--- src/acis_pkg.sv ---
package acis_pkg;
	// Register byte offsets
	localparam logic [3:0] ACIS_OFF_CLK = 4'h0;
	localparam logic [3:0] ACIS_OFF_MUX = 4'h4;
	localparam logic [3:0] ACIS_OFF_SCAN = 4'h8;
	localparam logic [3:0] ACIS_OFF_CTRL = 4'hC;
	// Clock register fields
	localparam int ACIS_SRC_BIT = 15;
	localparam int ACIS_AUTO_SAMPLE_TIME_LSB = 8;
	localparam int ACIS_AUTO_SAMPLE_TIME_MSB = 12;
	localparam int ACIS_DIV_LSB = 0;
	localparam int ACIS_DIV_MSB = 7;
	localparam logic [31:0] ACIS_CLK_MASK = 32'h00009FFF;
	// Input select fields
	localparam int ACIS_SA_LSB = 16;
	localparam int ACIS_SA_MSB = 19;
	localparam int ACIS_NA_BIT = 23;
	localparam int ACIS_SB_LSB = 24;
	localparam int ACIS_SB_MSB = 27;
	localparam int ACIS_NB_BIT = 31;
	localparam logic [31:0] ACIS_MUX_MASK = 32'h8F8F0000;
	localparam logic [31:0] ACIS_SCAN_MASK = 32'h0000FFFF;
	// Control register: trigger source, scan enable, alternate mode, start, busy
	localparam int ACIS_TRIG_LSB = 0;
	localparam int ACIS_TRIG_MSB = 2;
	localparam int ACIS_SCANEN_BIT = 4;
	localparam int ACIS_ALT_BIT = 5;
	localparam int ACIS_START_BIT = 8;
	localparam int ACIS_BUSY_BIT = 16;
	localparam logic [31:0] ACIS_CTRL_MASK = 32'h00000037;
	localparam logic [2:0] ACIS_TRIG_AUTO = 3'h7;
	localparam logic [31:0] ACIS_RESET_VAL = 32'h00000000;
	// Positive input codes
	localparam logic [3:0] ACIS_IN_MAX_PIN = 4'hC;
	localparam logic [3:0] ACIS_IN_TEMP = 4'hD;
	localparam logic [3:0] ACIS_IN_IREF = 4'hE;
	localparam logic [3:0] ACIS_IN_OPEN = 4'hF;
	// Route codes driven to the analog side
	localparam logic [4:0] ACIS_RT_LOWREF = 5'h10;
	localparam logic [4:0] ACIS_RT_TEMP = 5'h11;
	localparam logic [4:0] ACIS_RT_IREF = 5'h12;
	localparam logic [4:0] ACIS_RT_OPEN = 5'h13;
	localparam logic [4:0] ACIS_RT_CHARGE_TIME_UNIT = 5'h14;
	localparam logic [4:0] ACIS_RT_GND = 5'h15;
	localparam int ACIS_MASK_CHARGE_TIME_UNIT = 13;
	localparam int ACIS_MASK_IREF = 14;
	localparam int ACIS_MASK_GND = 15;
	localparam logic [1:0] AXI_OKAY = 2'h0;
	localparam logic [1:0] AXI_SLVERR = 2'h2;
	typedef enum logic [1:0] {
		ACIS_IDLE = 2'b00,
		ACIS_SAMPLE = 2'b01,
		ACIS_CONVERT = 2'b11
	} acis_state_t;
endpackage : acis_pkg

--- src/acis_clkdiv.sv ---
`timescale 1ns/10ps
// Converter clock tick generator: one tick per converter clock period
module acis_clkdiv (
	input wire logic aclk,
	input wire logic aresetn,
	input wire logic use_rc,
	input wire logic rc_clk,
	input wire logic [7:0] divider,
	output logic tick
);
	logic [8:0] cnt_reg;
	logic rc_d_reg;
	logic [8:0] limit;
	logic bus_tick;
	logic rc_tick;
	// Period = 2 * (divider + 1) bus periods
	assign limit = {divider, 1'b1};
	assign bus_tick = (cnt_reg == limit);
	// RC oscillator is sampled as a synchronous level; one tick per rising edge
	assign rc_tick = rc_clk & ~rc_d_reg;
	always_ff @(posedge aclk) begin
		if (!aresetn) begin
			cnt_reg <= 9'h000;
			rc_d_reg <= 1'b0;
			tick <= 1'b0;
		end else begin
			rc_d_reg <= rc_clk;
			cnt_reg <= (bus_tick || use_rc) ? 9'h000 : cnt_reg + 9'h001;
			tick <= use_rc ? rc_tick : bus_tick;
		end
	end
endmodule : acis_clkdiv

--- src/acis_ctrl.sv ---
`timescale 1ns/10ps
// Notes on behaviour
// - Bit 15 picks RC oscillator, else bus
// - Bus clock period is 2*(divider+1) periods
// - Divider ignored when RC oscillator chosen
// - Sample time is field value in periods
// - Sample time used only in counter trigger
// - Sample A positive code routes pins, sensors
// - Sample B positive uses same encoding
// - Sample A negative: input 1 or low ref
// - Sample B negative: input 1 or low ref
// - Scan mask bit includes or skips input
// - Mask bits map pins, charge, reference, ground
// - Missing pins convert the low reference
// - Unimplemented bits read back as zero
// - Trigger code 111 is automatic counter
// - Scan enable picks mask or fixed input
// - Alternate mode: A first, then B/A
module acis_ctrl
	import acis_pkg::*;
#(
	parameter int NUM_PINS = 13
) (
	input wire logic aclk,
	input wire logic aresetn,
	input wire logic [3:0] s_axi_awaddr,
	input wire logic s_axi_awvalid,
	output logic s_axi_awready,
	input wire logic [31:0] s_axi_wdata,
	input wire logic [3:0] s_axi_wstrb,
	input wire logic s_axi_wvalid,
	output logic s_axi_wready,
	output logic [1:0] s_axi_bresp,
	output logic s_axi_bvalid,
	input wire logic s_axi_bready,
	input wire logic [3:0] s_axi_araddr,
	input wire logic s_axi_arvalid,
	output logic s_axi_arready,
	output logic [31:0] s_axi_rdata,
	output logic [1:0] s_axi_rresp,
	output logic s_axi_rvalid,
	input wire logic s_axi_rready,
	input wire logic rc_osc,
	input wire logic ext_end_sample,
	input wire logic conv_done,
	output logic sampling,
	output logic conv_start,
	output logic [4:0] pos_route,
	output logic neg_is_input1
);
	import acis_pkg::*;

	if (NUM_PINS < 1 || NUM_PINS > 13) begin : g_bad_pins
		$error("NUM_PINS must be 1 to 13");
	end

	logic [31:0] clk_reg;
	logic [31:0] mux_reg;
	logic [31:0] scan_reg;
	logic [31:0] ctrl_reg;
	logic aw_got_reg;
	logic w_got_reg;
	logic [3:0] aw_addr_reg;
	logic [31:0] w_data_reg;
	logic [3:0] w_strb_reg;
	acis_state_t state_reg;
	logic [4:0] samp_cnt_reg;
	logic use_b_reg;
	logic [3:0] scan_pos_reg;
	logic [4:0] route_reg;
	logic neg_reg;

	// Write channel capture
	logic aw_take;
	logic w_take;
	logic wr_fire;
	logic [3:0] wr_addr;
	logic [31:0] wr_data;
	logic [3:0] wr_strb;
	logic [31:0] wr_bytes;
	logic wr_clk;
	logic wr_mux;
	logic wr_scan;
	logic wr_ctrl;
	logic wr_bad;
	logic start_req;

	assign aw_take = s_axi_awvalid && s_axi_awready;
	assign w_take = s_axi_wvalid && s_axi_wready;
	assign wr_addr = aw_take ? s_axi_awaddr : aw_addr_reg;
	assign wr_data = w_take ? s_axi_wdata : w_data_reg;
	assign wr_strb = w_take ? s_axi_wstrb : w_strb_reg;
	assign wr_fire = (aw_take || aw_got_reg) && (w_take || w_got_reg) && !s_axi_bvalid;
	assign wr_bytes = {{8{wr_strb[3]}}, {8{wr_strb[2]}}, {8{wr_strb[1]}}, {8{wr_strb[0]}}};
	assign wr_clk = wr_fire && (wr_addr == ACIS_OFF_CLK);
	assign wr_mux = wr_fire && (wr_addr == ACIS_OFF_MUX);
	assign wr_scan = wr_fire && (wr_addr == ACIS_OFF_SCAN);
	assign wr_ctrl = wr_fire && (wr_addr == ACIS_OFF_CTRL);
	assign wr_bad = !(wr_addr == ACIS_OFF_CLK || wr_addr == ACIS_OFF_MUX || wr_addr == ACIS_OFF_SCAN
		|| wr_addr == ACIS_OFF_CTRL);
	assign start_req = wr_ctrl && wr_strb[1] && wr_data[ACIS_START_BIT];

	// Merge with byte enables; unimplemented bits never store
	function automatic logic [31:0] acis_merge(input logic [31:0] old, input logic [31:0] nw,
		input logic [31:0] be, input logic [31:0] msk);
		acis_merge = ((old & ~be) | (nw & be)) & msk;
	endfunction : acis_merge

	always_ff @(posedge aclk) begin
		if (!aresetn) begin
			aw_got_reg <= 1'b0;
			w_got_reg <= 1'b0;
			aw_addr_reg <= 4'h0;
			w_data_reg <= 32'h00000000;
			w_strb_reg <= 4'h0;
			s_axi_awready <= 1'b0;
			s_axi_wready <= 1'b0;
			s_axi_bvalid <= 1'b0;
			s_axi_bresp <= AXI_OKAY;
		end else begin
			s_axi_awready <= !aw_got_reg && !aw_take && !wr_fire && !s_axi_bvalid;
			s_axi_wready <= !w_got_reg && !w_take && !wr_fire && !s_axi_bvalid;
			if (aw_take) begin
				aw_addr_reg <= s_axi_awaddr;
			end
			if (w_take) begin
				w_data_reg <= s_axi_wdata;
				w_strb_reg <= s_axi_wstrb;
			end
			if (wr_fire) begin
				aw_got_reg <= 1'b0;
				w_got_reg <= 1'b0;
				s_axi_bvalid <= 1'b1;
				s_axi_bresp <= wr_bad ? AXI_SLVERR : AXI_OKAY;
			end else begin
				aw_got_reg <= aw_got_reg || aw_take;
				w_got_reg <= w_got_reg || w_take;
				if (s_axi_bvalid && s_axi_bready) begin
					s_axi_bvalid <= 1'b0;
				end
			end
		end
	end

	always_ff @(posedge aclk) begin
		if (!aresetn) begin
			clk_reg <= ACIS_RESET_VAL;
			mux_reg <= ACIS_RESET_VAL;
			scan_reg <= ACIS_RESET_VAL;
			ctrl_reg <= ACIS_RESET_VAL;
		end else begin
			if (wr_clk) begin
				clk_reg <= acis_merge(clk_reg, wr_data, wr_bytes, ACIS_CLK_MASK);
			end
			if (wr_mux) begin
				mux_reg <= acis_merge(mux_reg, wr_data, wr_bytes, ACIS_MUX_MASK);
			end
			if (wr_scan) begin
				scan_reg <= acis_merge(scan_reg, wr_data, wr_bytes, ACIS_SCAN_MASK);
			end
			if (wr_ctrl) begin
				ctrl_reg <= acis_merge(ctrl_reg, wr_data, wr_bytes, ACIS_CTRL_MASK);
			end
		end
	end

	// Read channel
	logic [31:0] rd_word;
	logic rd_bad;
	logic busy;
	assign busy = (state_reg != ACIS_IDLE);
	assign rd_bad = !(s_axi_araddr == ACIS_OFF_CLK || s_axi_araddr == ACIS_OFF_MUX
		|| s_axi_araddr == ACIS_OFF_SCAN || s_axi_araddr == ACIS_OFF_CTRL);
	assign rd_word = (s_axi_araddr == ACIS_OFF_CLK) ? clk_reg :
		(s_axi_araddr == ACIS_OFF_MUX) ? mux_reg :
		(s_axi_araddr == ACIS_OFF_SCAN) ? scan_reg :
		(s_axi_araddr == ACIS_OFF_CTRL) ? (ctrl_reg | ({31'h00000000, busy} << ACIS_BUSY_BIT)) :
		32'h00000000;

	always_ff @(posedge aclk) begin
		if (!aresetn) begin
			s_axi_arready <= 1'b0;
			s_axi_rvalid <= 1'b0;
			s_axi_rdata <= 32'h00000000;
			s_axi_rresp <= AXI_OKAY;
		end else begin
			s_axi_arready <= !s_axi_rvalid && !(s_axi_arvalid && s_axi_arready);
			if (s_axi_arvalid && s_axi_arready) begin
				s_axi_rvalid <= 1'b1;
				s_axi_rdata <= rd_word;
				s_axi_rresp <= rd_bad ? AXI_SLVERR : AXI_OKAY;
			end else if (s_axi_rvalid && s_axi_rready) begin
				s_axi_rvalid <= 1'b0;
			end
		end
	end

	// Converter clock
	logic tad_tick;
	acis_clkdiv u_clkdiv (
		.aclk(aclk),
		.aresetn(aresetn),
		.use_rc(clk_reg[ACIS_SRC_BIT]),
		.rc_clk(rc_osc),
		.divider(clk_reg[ACIS_DIV_MSB:ACIS_DIV_LSB]),
		.tick(tad_tick)
	);

	// Sequencing
	logic [2:0] trig_sel;
	logic auto_mode;
	logic [4:0] samp_time;
	logic samp_end;
	logic scan_on;
	logic alt_on;
	assign trig_sel = ctrl_reg[ACIS_TRIG_MSB:ACIS_TRIG_LSB];
	assign auto_mode = (trig_sel == ACIS_TRIG_AUTO);
	assign samp_time = clk_reg[ACIS_AUTO_SAMPLE_TIME_MSB:ACIS_AUTO_SAMPLE_TIME_LSB];
	// Zero sample time is disallowed; treated as one period rather than hanging
	assign samp_end = auto_mode ? (tad_tick && (samp_cnt_reg + 5'h01 >= samp_time)) : ext_end_sample;
	assign scan_on = ctrl_reg[ACIS_SCANEN_BIT];
	assign alt_on = ctrl_reg[ACIS_ALT_BIT];

	// A change of setup restarts the sequence at the next start; plain restarts keep stepping
	logic [31:0] ctrl_new;
	logic seq_restart;
	logic seq_fresh_reg;
	logic start_fresh;
	logic seq_fresh_next;
	assign ctrl_new = acis_merge(ctrl_reg, wr_data, wr_bytes, ACIS_CTRL_MASK);
	assign seq_restart = wr_mux || wr_scan || (wr_ctrl && (ctrl_new[ACIS_SCANEN_BIT] != scan_on
		|| ctrl_new[ACIS_ALT_BIT] != alt_on));
	assign start_fresh = seq_fresh_reg || seq_restart;
	assign seq_fresh_next = (start_req && state_reg == ACIS_IDLE) ? 1'b0 : start_fresh;

	// Next selected scan input above the current one, wrapping to the lowest
	logic [15:0] scan_mask;
	logic [15:0] above;
	logic [3:0] first_sel;
	logic [3:0] next_above;
	logic any_above;
	assign scan_mask = scan_reg[15:0];
	genvar gi;
	generate
		for (gi = 0; gi < 16; gi++) begin : g_above
			assign above[gi] = scan_mask[gi] && (gi > scan_pos_reg);
		end
	endgenerate
	always_comb begin
		first_sel = 4'h0;
		next_above = 4'h0;
		any_above = 1'b0;
		for (int i = 15; i >= 0; i--) begin
			if (scan_mask[i]) begin
				first_sel = 4'(i);
			end
			if (above[i]) begin
				next_above = 4'(i);
				any_above = 1'b1;
			end
		end
	end

	// Map a fixed positive code to a route
	function automatic logic [4:0] acis_pos_route(input logic [3:0] code);
		if (code <= ACIS_IN_MAX_PIN) begin
			acis_pos_route = (int'(code) < NUM_PINS) ? {1'b0, code} : ACIS_RT_LOWREF;
		end else if (code == ACIS_IN_TEMP) begin
			acis_pos_route = ACIS_RT_TEMP;
		end else if (code == ACIS_IN_IREF) begin
			acis_pos_route = ACIS_RT_IREF;
		end else begin
			acis_pos_route = ACIS_RT_OPEN;
		end
	endfunction : acis_pos_route

	// Map a scan position to a route
	function automatic logic [4:0] acis_scan_route(input logic [3:0] pos);
		if (int'(pos) == ACIS_MASK_CHARGE_TIME_UNIT) begin
			acis_scan_route = ACIS_RT_CHARGE_TIME_UNIT;
		end else if (int'(pos) == ACIS_MASK_IREF) begin
			acis_scan_route = ACIS_RT_IREF;
		end else if (int'(pos) == ACIS_MASK_GND) begin
			acis_scan_route = ACIS_RT_GND;
		end else begin
			acis_scan_route = (int'(pos) < NUM_PINS) ? {1'b0, pos} : ACIS_RT_LOWREF;
		end
	endfunction : acis_scan_route

	logic [3:0] pos_code;
	logic neg_sel;
	logic [4:0] route_next;
	assign pos_code = use_b_reg ? mux_reg[ACIS_SB_MSB:ACIS_SB_LSB] : mux_reg[ACIS_SA_MSB:ACIS_SA_LSB];
	assign neg_sel = use_b_reg ? mux_reg[ACIS_NB_BIT] : mux_reg[ACIS_NA_BIT];
	assign route_next = scan_on ? acis_scan_route(scan_pos_reg) : acis_pos_route(pos_code);

	always_ff @(posedge aclk) begin
		if (!aresetn) begin
			state_reg <= ACIS_IDLE;
			samp_cnt_reg <= 5'h00;
			use_b_reg <= 1'b0;
			scan_pos_reg <= 4'h0;
			route_reg <= ACIS_RT_LOWREF;
			neg_reg <= 1'b0;
			sampling <= 1'b0;
			conv_start <= 1'b0;
			seq_fresh_reg <= 1'b1;
		end else begin
			conv_start <= 1'b0;
			seq_fresh_reg <= seq_fresh_next;
			unique case (state_reg)
				ACIS_IDLE: begin
					if (start_req) begin
						state_reg <= ACIS_SAMPLE;
						samp_cnt_reg <= 5'h00;
						sampling <= 1'b1;
						// Restart only after reset or a setup change, else alternation and scan could never advance
						if (start_fresh) begin
							use_b_reg <= 1'b0;
							scan_pos_reg <= first_sel;
						end
					end
				end
				ACIS_SAMPLE: begin
					route_reg <= route_next;
					neg_reg <= scan_on ? 1'b0 : neg_sel;
					if (tad_tick) begin
						samp_cnt_reg <= samp_cnt_reg + 5'h01;
					end
					if (samp_end) begin
						state_reg <= ACIS_CONVERT;
						sampling <= 1'b0;
						conv_start <= 1'b1;
					end
				end
				ACIS_CONVERT: begin
					if (conv_done) begin
						state_reg <= ACIS_IDLE;
						use_b_reg <= alt_on ? !use_b_reg : 1'b0;
						scan_pos_reg <= any_above ? next_above : first_sel;
					end
				end
				default: begin
					state_reg <= ACIS_IDLE;
				end
			endcase
		end
	end

	assign pos_route = route_reg;
	assign neg_is_input1 = neg_reg;
endmodule : acis_ctrl

--- config.mk ---
export PLATFORM = sky130hd
export DESIGN_NAME = acis_ctrl
export DESIGN_NICKNAME = d
export VERILOG_FILES = /design/src/acis_pkg.sv /design/src/acis_clkdiv.sv /design/src/acis_ctrl.sv
export SDC_FILE = /design/constraint.sdc
export NUM_CORES = 1
export LEC_CHECK = 0
export BUFFER_PORTS_ARGS = -buffer_cell sky130_fd_sc_hd__buf_2
export CAP_MARGIN = 5
export CELL_PAD_IN_SITES_DETAIL_PLACEMENT = 1
export CELL_PAD_IN_SITES_GLOBAL_PLACEMENT = 2
export CORE_UTILIZATION = 38
export DETAILED_ROUTE_END_ITERATION = 16
export PLACE_DENSITY = 0.89
export SLEW_MARGIN = 25
export SYNTH_ARGS = -nofsm -noshare
export SYNTH_HDL_FRONTEND = slang
export SYNTH_SLANG_ARGS = --single-unit
--- constraint.sdc ---
create_clock -name aclk -period 4.8 [get_ports aclk]
set_input_delay 0.72 -clock aclk [delete_from_list [all_inputs] [get_ports aclk]]
set_output_delay 0.72 -clock aclk [all_outputs]
set_load 0.1 [all_outputs]
# == After elaboration in Yosys (flattened, before gate mapping) ==
# Cells that the tools add are included.
# op_classes
n_reduce_logical,75
add_sub_neg,2
n_lt_le_gt_ge,19
muxes,95
n_bitwise,14
n_eq_ne,22
# ops
cell,count
4-bit 2-to-1 mux,38
32-bit 2-to-1 mux,3
32-bit AND,2
5-bit 2-to-1 mux,9
1-bit logical AND,38
17-bit 2-to-1 mux,2
16-bit AND,2
"4-bit > comparator, first input constant",8
1-bit 2-to-1 mux,32
32-bit inverter,1
16-bit bitwise OR,2
32-bit bitwise OR,1
"4-bit equality test, second input constant",6
6-bit by 17-bit bitwise OR with 17-bit output,1
"3-bit by 4-bit > comparator with 1-bit output, first input constant",4
1-bit logical OR,13
"4-bit by 3-bit equality test with 1-bit output, second input constant",3
2-bit 2-to-1 mux,6
5-bit case mux with 2 select lines,1
2-bit nonzero test,5
"9-bit by 1-bit adder with 9-bit output, second input constant",1
9-bit equality test,1
1-bit zero test,9
3-bit AND reduction,3
26 further kinds,36
# word_totals
ff_bits,160
inputBits,54

# == Depth between registers and ports, before layout ==
# logic_depth
word_depth,20
mapped_depth,9

# == Cells and area by module ==
# Synthesis repeated with hierarchy kept, for this count alone.
# hier_totals
hier_cells,719
area_unflattened_um2,6718.9
# by_module_without_submodules
module,area_per_inst_um2,n_inst,seq_area_each_um2,cells_per_inst
acis_ctrl,6187.2,1,2702.6,662
acis_clkdiv,531.8,1,220.2,57

# == Worst setup path before layout ==
# No wires, ideal clock.
# synth_path
path_type,register to register
startpoint,register s_axi_awready
endpoint,register (tool-made name)
t_required_ps,4684
path_slack_ps,2094
stages_incl_launch_ff,10
setup_ps,116
arrival_ps,2590
path_cell_list,dfxtp_1 and2_1 clkbuf_2 mux2i_1 nand2b_1 or2_4 nor2_4 buf_4 nand2_1 o211a_1
# synth_rtl
item,line_no,text
start: declaration,acis_ctrl.sv:28,"output logic s_axi_awready,"
start signal: assignment,acis_ctrl.sv:121,s_axi_awready <= !aw_got_reg && !aw_take && !wr_fire && !s_axi_bvalid;

==> results.toml <==
[cells_and_area]
drive_gt1_share_pct = 17.8
stdcell_area_um2 = 7990
postLayoutCoreUtil_pct = 45.9
layout_commonest_cell = "dfxtp_1"
areaGrowthSynthToFinish_pct = 16.7
mostFrequentLayoutCells = "146 x dfxtp_1, 87 x buf_2, 86 x nand2_1"
nets = 875
antennaDiodeCount = 0

[grt]
grt_pass1_vias = 5942
antenna_found_initial = 0
grt_pass1_wl_um = 32100
grt_max_degree = 92
grt_usage_pct = 22.6
overflow = 0

[floorplanning]
placementRows = 48
dieArea_um2 = 18500
start_util_pct = 39.3
coreArea_um2 = 17400
ios = 103
die_h_um = 136
fp.dieW_um = 136

[flow_run]
drv_cap = 0

[synthesis]
synth_cells = 749
ys_ff_latch = 146
synth_area_um2 = 6840
synth_top_area_share_pct = 42.7
synth_area_leaders = "dfxtp_1 43%, o211a_1 6.6%, mux2i_1 6.0%, nand2_1 4.8%, nor2b_1 4.2%"
ys_async_sr_fraction_pct = 0
avgSynthCellArea_um2 = 9.14
yosys_warnings = 0
yosysTopAreaCell = "dfxtp_1"
synth_edf_count = 0
ys_seq_area_share_pct = 42.7
yosysUniqueCellTypes = 69
synth-main-ff-cell = "dfxtp_1"

[critical_path]
r2r_cells = 7
ff2ff_setup_slack_ns = 1.90
worstSetupPathType = "reg2reg"
crit_arrival_ns = 3.22
r2r-start = "s_axi_awready$_SDFF_PN0_"
required_ns = 5.12
endpoint_kind = "register"
critPathMaxFanout = 11
cp-start-kind = "register"

[timing]
report.final.slew_viol_count = 0
setup_tns_ns = 0
slew_headroom_pct = 36.9
rsz0062_at_grt = "no"
finalCriticalPeriod_ns = 2.90
clock_skew_ns = 0.00707
setup_violations = 0
hold_viol_final = 0
post-route-period-util_pct = 60.3
fmax_ghz = 0.345
setup_ws_ns = 1.90
worstMarginPinSlew_ns = 0.943

[worst_hold_path]
holdPathStages = 1
hp-class = "reg2reg"
whs_endpoint = "s_axi_arready$_SDFF_PN0_"
worstHoldStart = "s_axi_rvalid$_SDFFE_PN0P_"

[clocking]
cts_root_buffer = "clkbuf_16"
clockBufferDepth = 2
clkSinkCount = 146
path_clk_slew_ns = 0.06
cts_setup_buffers = 0
cts_tree = "done"
ctsHoldBuffers = 0
htreeDepth = 4
cts_resized = 0
worstSkewPairLatency_ns = 0.42
numCtsBuffers = 17

[power_and_ir_drop]
p_per_area_nw_per_um2 = 365
power_leakage_nw = 3.75
power_mw = 2.91
ir_drop_v = 0.000237

[drt]
wl_per_cell_um = 19.1
num_vias = 5825
drc = 0
first_iter_violations = 319
viasPerCell = 5.54
wl_um = 20100
first_pass_iters = 5
antenna_left = 0

[placed_design]
post-place-ws_ns = 1.53
placed_area_um2 = 7380
io_buffers = 88
hpwlAfterDp_um = 14600
finalWeightedCongestion = 0.867

[status]
status = "finished, final reports clean"
## power breakdown
group / total (mW) / internal [mW] / switching (mW)
Combinational: 0.305 / 0.0830 / 0.222
Clock: 1.34 / 0.789 / 0.547
Sequential: 1.27 / 1.25 / 0.0262
Total: 2.91 / 2.12 / 0.796
## cells in the mapped netlist (all sizes together) (3+ instances only)
| cell type | number |
|---|---|
| dfxtp | 146 |
| nand2 | 87 |
| nor2 | 49 |
| nor2b | 46 |
| o211a | 45 |
| mux2i | 41 |
| clkbuf | 35 |
| a21oi | 26 |
| nand3 | 21 |
| o21ai | 20 |
| buf | 19 |
| inv | 16 |
| a22o | 14 |
| nand2b | 12 |
| and2 | 11 |
| xor2 | 10 |
| a21boi | 9 |
| a221oi | 9 |
| nor3 | 9 |
| nor3b | 9 |
| and3 | 8 |
| xnor2 | 8 |
| ha | 7 |
| a22oi | 6 |
| nand4 | 6 |
| o31ai | 6 |
| or2 | 6 |
| a211oi | 5 |
| a21o | 5 |
| mux2 | 5 |
| nor4 | 5 |
| o21a | 5 |
| o22ai | 5 |
| a31oi | 4 |
| o211ai | 4 |
| a2bb2oi | 3 |
| o311ai | 3 |
## cells by family (layout without fill, tap and decap cells)
group | count (synthesis) | in the layout | share of synthesized area (%)
AO/OA/AOI/OAI | 185 | 185 | 21.2
AND/OR/NAND/NOR | 276 | 276 | 20.9
buffers and inverters | 70 | 141 | 4.74
multiplexers | 46 | 46 | 6.82
other | 1 | 8 | 0.0548
flip-flops | 146 | 146 | 42.7
XOR/XNOR | 18 | 18 | 2.30
adder cells (fa/ha/maj) | 7 | 7 | 1.28
## worst max-delay path, stage by stage, from the launching register on
cell      delay [ns]
dfxtp_1         0.48
and2_1          0.33
mux2i_1         0.51
nand2b_1        0.16
or2_1           0.29
nor2_1          0.73
nand2_1         0.14
o211a_1         0.16
## per-stage QoR
step | hold slack (ns) | std cells
5_1_grt | 0.475 | 1052
2_1_floorplan | 0.443 | 756
3_3_place_gp | 0.427 | 1020
3_5_place_dp | 0.460 | 1020
6_report | 0.460 | 1052
4_1_cts | 0.460 | 1052
## layout make-up
class | count | area (um2)
clock inverters | 13 | 151
inverters | 16 | 60.1
fillers | 2059 | 9430
clock buffers | 19 | 443
well taps | 225 | 282
repair buffers | 93 | 480
flip-flops and latches | 146 | 2920
multi-input cells | 540 | 3650
## worst max path at each step
stage / end / slack (ns) / cells after the start / from
after CTS: register / 1.90 / 7 / s_axi_awready$_SDFF_PN0_
final: register / 1.90 / 7 / s_axi_awready$_SDFF_PN0_
after global placement: register / 1.73 / 8 / s_axi_awvalid
after detailed placement: register / 1.53 / 8 / s_axi_awvalid
after global routing: register / 1.66 / 7 / s_axi_awready$_SDFF_PN0_
after floorplan: register / 2.09 / 9 / s_axi_awready$_SDFF_PN0_
## layer usage
| metal | vias up | global-route usage [%] | wire, um |
|---|---|---|---|
| met4 | 0 | 9.26 | 580 |
| met5 | - | 0 | 0 |
| li1 | 2794 | - | - |
| met2 | 143 | 36.4 | 9620 |
| met1 | 2855 | 29.0 | 8980 |
| met3 | 33 | 5.00 | 912 |
Power figures use the tool's default switching activity.
